===== src/design/wdt_consts.svh =====
// constants for the watchdog interval timer: byte addresses, field positions, reset values, counts
// assumes a 32-bit byte address and 32-bit data on the register port
`ifndef WDT_CONSTS_SVH
`define WDT_CONSTS_SVH

`define WDT_ADDR_W 32
`define WDT_DATA_W 32
`define WDT_REG_W 16
`define WDT_PRE_W 8
`define WDT_DIV_W 7
`define WDT_RST_W 8

`define WDT_CTRL_ADDR 32'h5300_0000
`define WDT_RELOAD_ADDR 32'h5300_0004
`define WDT_COUNT_ADDR 32'h5300_0008
`define WDT_STAT_ADDR 32'h5300_000C
`define WDT_MASK_ADDR 32'h5300_0010

`define WDT_CTRL_PRE_HI 15
`define WDT_CTRL_PRE_LO 8
`define WDT_CTRL_EN_BIT 5
`define WDT_CTRL_DIV_HI 4
`define WDT_CTRL_DIV_LO 3
`define WDT_CTRL_IRQ_BIT 2
`define WDT_CTRL_RST_BIT 0
`define WDT_CTRL_WMASK 16'hFF3D

`define WDT_CTRL_RESET 16'h8021
`define WDT_RELOAD_RESET 16'h8000
`define WDT_COUNT_RESET 16'h8000
`define WDT_MASK_RESET 16'h0003

`define WDT_STAT_TIMEOUT_BIT 0
`define WDT_STAT_RESET_BIT 1
`define WDT_STAT_USED 16'h0003

`define WDT_DIV16_LAST 7'h0F
`define WDT_DIV32_LAST 7'h1F
`define WDT_DIV64_LAST 7'h3F
`define WDT_DIV128_LAST 7'h7F

`define WDT_RST_CYCLES 8'h80

`endif


===== src/design/wdt_pkg.sv =====
// types shared by the watchdog interval timer modules
// assumes wdt_consts.svh for widths
`include "wdt_consts.svh"
package wdt_pkg;
	typedef logic [`WDT_ADDR_W-1:0] wdt_addr_t;
	typedef logic [`WDT_DATA_W-1:0] wdt_data_t;
	typedef logic [`WDT_REG_W-1:0] wdt_word_t;
	typedef logic [`WDT_PRE_W-1:0] wdt_pre_t;
	typedef enum logic [1:0] {wdt_div_16, wdt_div_32, wdt_div_64, wdt_div_128} wdt_div_t;
endpackage


===== src/design/wdt_link_if.sv =====
// link between the watchdog core and its tick generator and reset stretcher
// assumes all parties run on the same sys_clk
`timescale 1ns/10ps
`include "wdt_consts.svh"
interface wdt_link_if;
	import wdt_pkg::*;
	wdt_pre_t prescale;
	wdt_div_t div_sel;
	logic run;
	logic tick;
	logic fire;
	logic rst_active;
	modport tick_mp (input prescale, input div_sel, input run, output tick);
	modport pulse_mp (input fire, output rst_active);
	modport core_mp (output prescale, output div_sel, output run, output fire, input tick, input rst_active);
endinterface


===== src/design/wdt_rst_stretch.sv =====
// stretches a one-cycle time-out into the fixed-length internal reset pulse
// assumes fire is a one-cycle pulse on sys_clk
`timescale 1ns/10ps
`include "wdt_consts.svh"
module wdt_rst_stretch (
	input wire logic sys_clk,
	input wire logic nrst,
	wdt_link_if.pulse_mp lnk
);
	import wdt_pkg::*;

	logic [`WDT_RST_W-1:0] cnt_reg, cnt_next;
	logic [`WDT_RST_W:0] run_reg, run_next;

	// no retrigger while active, so the pulse length is always exact
	always_comb
	begin
		cnt_next = cnt_reg;
		if (cnt_reg != '0)
			cnt_next = cnt_reg - 8'h01;
		else if (lnk.fire)
			cnt_next = `WDT_RST_CYCLES;
	end

	always_comb
	begin
		run_next = '0;
		if (cnt_reg != '0)
			run_next = run_reg + 9'h001;
	end

	always_ff @(posedge sys_clk)
	begin
		if (!nrst)
		begin
			cnt_reg <= '0;
			run_reg <= '0;
		end
		else
		begin
			cnt_reg <= cnt_next;
			run_reg <= run_next;
		end
	end

	assign lnk.rst_active = (cnt_reg != '0);
endmodule


===== src/design/wdt_tick_gen.sv =====
// prescaler and second divider producing the one-cycle counter tick
// assumes prescale and div_sel come from registers on sys_clk
`timescale 1ns/10ps
`include "wdt_consts.svh"
module wdt_tick_gen #(
	parameter int PRE_W = `WDT_PRE_W
) (
	input wire logic sys_clk,
	input wire logic nrst,
	wdt_link_if.tick_mp lnk
);
	import wdt_pkg::*;

	if (PRE_W != `WDT_PRE_W)
	begin : g_chk
		$error("prescaler width must match the control field");
	end

	logic [PRE_W-1:0] pre_reg, pre_next;
	logic [`WDT_DIV_W-1:0] div_reg, div_next, div_last;
	logic tick_reg, tick_next;

	always_comb
	begin
		case (lnk.div_sel)
			wdt_div_16: div_last = `WDT_DIV16_LAST;
			wdt_div_32: div_last = `WDT_DIV32_LAST;
			wdt_div_64: div_last = `WDT_DIV64_LAST;
			default: div_last = `WDT_DIV128_LAST;
		endcase
	end

	// a divider shortened on the fly above its new limit wraps at the next prescaler wrap rather than running to 127
	always_comb
	begin
		pre_next = pre_reg;
		div_next = div_reg;
		tick_next = 1'b0;
		if (!lnk.run)
		begin
			pre_next = '0;
			div_next = '0;
		end
		else if (pre_reg >= lnk.prescale)
		begin
			pre_next = '0;
			if (div_reg >= div_last)
			begin
				div_next = '0;
				tick_next = 1'b1;
			end
			else
				div_next = div_reg + 7'h01;
		end
		else
			pre_next = pre_reg + {{(PRE_W-1){1'b0}}, 1'b1};
	end

	always_ff @(posedge sys_clk)
	begin
		if (!nrst)
		begin
			pre_reg <= '0;
			div_reg <= '0;
			tick_reg <= 1'b0;
		end
		else
		begin
			pre_reg <= pre_next;
			div_reg <= div_next;
			tick_reg <= tick_next;
		end
	end

	// the registered tick lags a stop by one cycle, so gate it or a disable would still step the counter
	assign lnk.tick = tick_reg && lnk.run;
endmodule


===== src/design/wdt_top.sv =====
// watchdog and interval timer: registers, down-counter, interrupt status, reset output
// assumes a single sys_clk, a one-cycle strobe register port, debug acknowledge from another domain
`timescale 1ns/10ps
`include "wdt_consts.svh"
module wdt_top (
	input wire logic sys_clk,
	input wire logic nrst,
	input wire wdt_pkg::wdt_addr_t bus_addr,
	input wire wdt_pkg::wdt_data_t bus_wdata,
	input wire logic bus_wr,
	input wire logic bus_rd,
	output wdt_pkg::wdt_data_t bus_rdata,
	input wire logic core_debug_acknowledge,
	output logic wdog_reset_out,
	output logic wdog_irq
);
	import wdt_pkg::*;

	wdt_link_if lnk ();

	wdt_word_t ctrl_reg, ctrl_next;
	wdt_word_t reload_reg, reload_next;
	wdt_word_t count_reg, count_next;
	wdt_word_t stat_reg, stat_next;
	wdt_word_t mask_reg, mask_next;
	wdt_data_t rdata_reg, rdata_next;
	logic dbg_meta_reg, dbg_sync_reg;
	logic timeout;
	logic ctrl_wr, reload_wr, count_wr, mask_wr, stat_rd;
	logic ctrl_en, ctrl_irq_en, ctrl_rst_en;
	wdt_word_t stat_set;

	wdt_tick_gen #(
		.PRE_W(`WDT_PRE_W)
	) i_wdt_tick_gen (
		.sys_clk(sys_clk),
		.nrst(nrst),
		.lnk(lnk.tick_mp)
	);

	wdt_rst_stretch i_wdt_rst_stretch (
		.sys_clk(sys_clk),
		.nrst(nrst),
		.lnk(lnk.pulse_mp)
	);

	// debug acknowledge belongs to the core's domain; two stages before use
	always_ff @(posedge sys_clk)
	begin
		if (!nrst)
		begin
			dbg_meta_reg <= 1'b0;
			dbg_sync_reg <= 1'b0;
		end
		else
		begin
			dbg_meta_reg <= core_debug_acknowledge;
			dbg_sync_reg <= dbg_meta_reg;
		end
	end

	always_comb
	begin
		ctrl_wr = 1'b0;
		reload_wr = 1'b0;
		count_wr = 1'b0;
		mask_wr = 1'b0;
		stat_rd = 1'b0;
		if (bus_addr == `WDT_CTRL_ADDR)
			ctrl_wr = bus_wr;
		else if (bus_addr == `WDT_RELOAD_ADDR)
			reload_wr = bus_wr;
		else if (bus_addr == `WDT_COUNT_ADDR)
			count_wr = bus_wr;
		else if (bus_addr == `WDT_MASK_ADDR)
			mask_wr = bus_wr;
		else if (bus_addr == `WDT_STAT_ADDR)
			stat_rd = bus_rd;
	end

	assign ctrl_en = ctrl_reg[`WDT_CTRL_EN_BIT];
	assign ctrl_irq_en = ctrl_reg[`WDT_CTRL_IRQ_BIT];
	assign ctrl_rst_en = ctrl_reg[`WDT_CTRL_RST_BIT];

	// reserved control bits are not stored and read as zero
	always_comb
	begin
		ctrl_next = ctrl_reg;
		reload_next = reload_reg;
		mask_next = mask_reg;
		if (ctrl_wr)
			ctrl_next = bus_wdata[`WDT_REG_W-1:0] & `WDT_CTRL_WMASK;
		if (reload_wr)
			reload_next = bus_wdata[`WDT_REG_W-1:0];
		if (mask_wr)
			mask_next = bus_wdata[`WDT_REG_W-1:0] & `WDT_STAT_USED;
	end

	// a software load beats a tick landing in the same cycle; that tick's time-out is dropped
	always_comb
	begin
		count_next = count_reg;
		timeout = 1'b0;
		if (count_wr)
			count_next = bus_wdata[`WDT_REG_W-1:0];
		else if (lnk.tick)
		begin
			if (count_reg <= 16'h0001)
			begin
				timeout = 1'b1;
				count_next = reload_reg;
			end
			else
				count_next = count_reg - 16'h0001;
		end
	end

	assign lnk.prescale = ctrl_reg[`WDT_CTRL_PRE_HI:`WDT_CTRL_PRE_LO];
	assign lnk.div_sel = wdt_div_t'(ctrl_reg[`WDT_CTRL_DIV_HI:`WDT_CTRL_DIV_LO]);
	assign lnk.run = ctrl_en;
	assign lnk.fire = timeout && ctrl_rst_en && !dbg_sync_reg;

	always_comb
	begin
		stat_set = '0;
		stat_set[`WDT_STAT_TIMEOUT_BIT] = timeout && ctrl_irq_en;
		stat_set[`WDT_STAT_RESET_BIT] = lnk.fire;
		stat_next = stat_reg;
		if (stat_rd)
			stat_next = '0;
		stat_next = stat_next | stat_set;
	end

	always_comb
	begin
		rdata_next = '0;
		if (bus_rd)
		begin
			if (bus_addr == `WDT_CTRL_ADDR)
				rdata_next = {16'h0000, ctrl_reg};
			else if (bus_addr == `WDT_RELOAD_ADDR)
				rdata_next = {16'h0000, reload_reg};
			else if (bus_addr == `WDT_COUNT_ADDR)
				rdata_next = {16'h0000, count_reg};
			else if (bus_addr == `WDT_STAT_ADDR)
				rdata_next = {16'h0000, stat_reg};
			else if (bus_addr == `WDT_MASK_ADDR)
				rdata_next = {16'h0000, mask_reg};
		end
	end

	always_ff @(posedge sys_clk)
	begin
		if (!nrst)
		begin
			ctrl_reg <= `WDT_CTRL_RESET;
			reload_reg <= `WDT_RELOAD_RESET;
			count_reg <= `WDT_COUNT_RESET;
			stat_reg <= '0;
			mask_reg <= `WDT_MASK_RESET;
			rdata_reg <= '0;
		end
		else
		begin
			ctrl_reg <= ctrl_next;
			reload_reg <= reload_next;
			count_reg <= count_next;
			stat_reg <= stat_next;
			mask_reg <= mask_next;
			rdata_reg <= rdata_next;
		end
	end

	assign bus_rdata = rdata_reg;
	assign wdog_reset_out = lnk.rst_active;
	assign wdog_irq = |(stat_reg & mask_reg);
endmodule


===== config.mk =====
export PLATFORM = sky130hd
export DESIGN_NAME = wdt_top
export DESIGN_NICKNAME = d
export VERILOG_FILES = /design/src/design/wdt_pkg.sv /design/src/design/wdt_link_if.sv /design/src/design/wdt_rst_stretch.sv /design/src/design/wdt_tick_gen.sv /design/src/design/wdt_top.sv
export VERILOG_INCLUDE_DIRS = /design/src /design/src/design
export SDC_FILE = /design/constraint.sdc
export NUM_CORES = 1
export LEC_CHECK = 0
export ABC_AREA = 1
export ABC_CLOCK_PERIOD_IN_PS = 1800
export BUFFER_PORTS_ARGS = -buffer_cell sky130_fd_sc_hd__buf_2
export CORE_ASPECT_RATIO = 1.4
export CORE_MARGIN = 5
export CORE_UTILIZATION = 40
export DETAILED_ROUTE_END_ITERATION = 8
export GPL_TIMING_DRIVEN = 0
export RECOVER_POWER = 25
export SLEW_MARGIN = 5
export SYNTH_ARGS = -nofsm -noshare
export SYNTH_HDL_FRONTEND = slang
export SYNTH_SLANG_ARGS = --single-unit

===== constraint.sdc =====
create_clock -name sys_clk -period 1.8 [get_ports sys_clk]
set_input_delay 0.18 -clock sys_clk [delete_from_list [all_inputs] [get_ports sys_clk]]
set_output_delay 0.18 -clock sys_clk [all_outputs]
set_load 0.03 [all_outputs]

==> run_results.csv <==
group,metric,value,unit
synthesis,synth.distinct_cells,40,
cells_and_area,post-route-cell-area,0.00661,mm^2
power,p_int,3880,uW
synthesis,yosys.area.top_type,"dfxtp_1",
synthesis,synth_area_per_cell,6.78,um^2
synthesis,synth_area,0.00541,mm^2
cts,clock_sinks,91,
sta,fmax,579,MHz
synthesis,ys_seq_elements,91,
global_route,grt_usage,0.199,
critical_path,criticalPathCategory,"reg -> reg",
sta,timing.final.crit_share,0.960,
detailed_routing,first_pass_iters,5,
detailed_routing,vias,5320,
sta,min_period,1.73,ns
critical_path,crit_arrival,1.96,ns
detailed_routing,detail_route.wl_per_cell,14.6,um
synthesis,synth_top_area_frac,0.337,
cells_and_area,drive_gt1_frac,0.207,
synthesis,synth_edf_count,0,
power,peakVddDrop,0.000572,V
synthesis,synth-seq-area-share,0.337,
place,placed_area,0.00604,mm^2
sta,report.final.slew_viol_count,0,
die,core,0.0133,mm^2
die,die-area,0.0160,mm^2
die,fp.dieH,148,um
place,place_ws,-0.282,ns
critical_path,end_kind,"flip-flop",
place,gp_congestion,0.897,
die,start_util,0.406,
worst_hold_path,hp-start,"core_debug_acknowledge",
die,rows,50,
synthesis,netlist_instances,798,
critical_path,path_max_fanout,6,
critical_path,worst-endpoint-required,2.04,ns
cts,postCtsHoldBufs,0,
cts,cts_root_buf,"clkbuf_16",
die,die_width,108,um
power,p_clk_frac,0.432,
detailed_routing,ant_nets,0,
power,switchingPower,1310,uW
global_route,grt_max_degree,15,
critical_path,r2r-start,"ctrl_reg[12]$_SDFFE_PN0P_",
status,status,"finished clean",
sta,skew,0.00565,ns
detailed_routing,via_per_inst,4.89,
cts,htree_num_levels,3,
power,powerDensity,785,mW/mm^2
critical_path,cp-start-kind,"flip-flop",
cells_and_area,diodes,0,
global_route,grt_first_pass_wirelength,25.4,mm
synthesis,synth.top_cells.by_area,"dfxtp_1 34%, nand2_1 13%, nor2_1 7.2%",
cells_and_area,nNetsFinal,985,
cts,cts_buffers,9,
detailed_routing,drt_iter0_markers,260,
cells_and_area,area_growth,22.2,%
die,pin_count,103,
sta,max-slew-margin-rel,0.525,
place,dp.final_hpwl,12.4,mm
place,port_buffers,69,
global_route,antenna_found_initial,0,
synthesis,ys_async_sr_fraction,0,
cells_and_area,final_cell_count_no_fill,1087,
run,drv_cap,0,
critical_path,worstSetupStartpoint,"ctrl_reg[12]$_SDFFE_PN0P_",
power,p_leak,0.00296,uW
cells_and_area,finalCoreUtilization,0.496,
cts,cts.path.max_buffers,2,
sta,hold_viol_final,0,
detailed_routing,wl,15.8,mm
cts,clock_latency,0.34,ns
synthesis,synthFlopType,"dfxtp_1",
sta,worstMarginPinSlew,0.712,ns
worst_hold_path,hold_path_class,"in -> reg",
cts,cts_tree,"built",
detailed_routing,drc,0,
power,power_frac_comb,0.154,
power,p_sw_frac,0.252,
place,place_inst,1064,
power,seqPwrFrac,0.414,
cts,clkSlewWorstSetupHoldPaths,0.06,ns
sta,setup_viol,0,
sta,setup_ws,0.0720,ns
synthesis,yosys_warnings,0,
global_route,grt_pass1_vias,5195,
global_route,grt_overflow,0,
through the flow:
stage / hold slack, ns / TNS (ns) / power, uW
finish: 0.0227 / 0 / 5190
global route: 0.0622 / -0.0325 / 5410
CTS: 0.0240 / 0 / 5210
detailed placement: 0.377 / -3.03 / 2860
global placement: 0.370 / -2.32 / 2850
floorplan: 0.278 / 0 / 2670
power groups by stage:
stage / Sequential (uW) / Clock, uW / Combinational [uW]
6_report: 2150 / 2240 / 798
4_1_cts: 2140 / 2290 / 779
3_5_place_dp: 2180 / 0 / 683
2_1_floorplan: 2170 / 0 / 497
5_1_grt: 2160 / 2360 / 893
3_3_place_gp: 2180 / 0 / 674
path summary, 6_finish.rpt:
check	end	slack (ns)	depth (start not counted)
setup / recovery	i_wdt_tick_gen.div_reg[2]$_SDFFE_PN0P_	0.07	10
hold / removal	dbg_meta_reg$_SDFF_PN0_	0.02	3
setup reg to reg	i_wdt_tick_gen.div_reg[2]$_SDFFE_PN0P_	0.07	10
hold reg to reg	dbg_sync_reg$_SDFF_PN0_	0.41	2
kinds of logic after synthesis:
family                     Yosys count  synth area share
and+or+nand+nor                    402             0.334
DFF                                 91             0.337
buffers and inverters              139             0.127
xor gates and xnor gates            13            0.0211
adders and majority gates           16            0.0370
AOI/OAI and AO/OA                  136             0.143
other                                1          0.000693
worst max-delay path: stages, from the launching register on:
cell and delay (ns):
dfxtp_2 0.32, inv_1 0.06, ha_1 0.21, a21oi_2 0.14, nor2_1 0.06, a211oi_2 0.23, nand3_4 0.14, buf_8 0.16
buf_4 0.14, a21oi_1 0.11, nor2_1 0.05
layout by cell type, fill, tap and decap left out, drive strengths merged, types with 7 or more instances in the layout:
cell	count
nand2	194
nand3	53
nor3	16
conb	16
o211ai	7
buf	88
nand4	13
xor2	9
a211oi	10
clkbuf	39
dfxtp	91
o21ai	61
nor2	118
inv	95
a21oi	50
ha	16
per-layer routing:
metal | GRT usage | up-vias | wire length [um] | part of all wire
li1 | - | 2753 | - | -
met1 | 0.231 | 2408 | 6480 | 0.41
met2 | 0.369 | 128 | 8280 | 0.52
met3 | 0.0236 | 31 | 661 | 0.042
met4 | 0.0689 | 0 | 398 | 0.025
met5 | 0 | - | 0 | 0
repair_timing:
action                     4_1_cts  5_1_grt
setup endpoints to repair       36       35
gates cloned                     1        0
pin swaps                        9       10
setup buffers                    5        1
resized for setup               28       37
synthesized netlist by cell type, types with 9 or more instances:
master     n
nand2_1  184
nor2_1   104
inv_1     92
dfxtp_1   91
a21oi_1   50
nand3_1   49
o21ai_0   48
buf_4     18
ha_1      16
nor3_1    14
buf_6     13
o21ai_1   13
nand4_1   12
xor2_1     9
area by class of cell:
cell class,instances,area [um^2]
timing repair buffer,75,373
multi-input combinational,583,3100
sequential,91,1840
tap,182,228
clock inverter,4,95.1
fill,1423,6720
inverter,99,379
timing repair inverter,1,3.75
clock buffer,12,267
buffer,40,320
No activity file was read; power rests on OpenSTA's default activity.
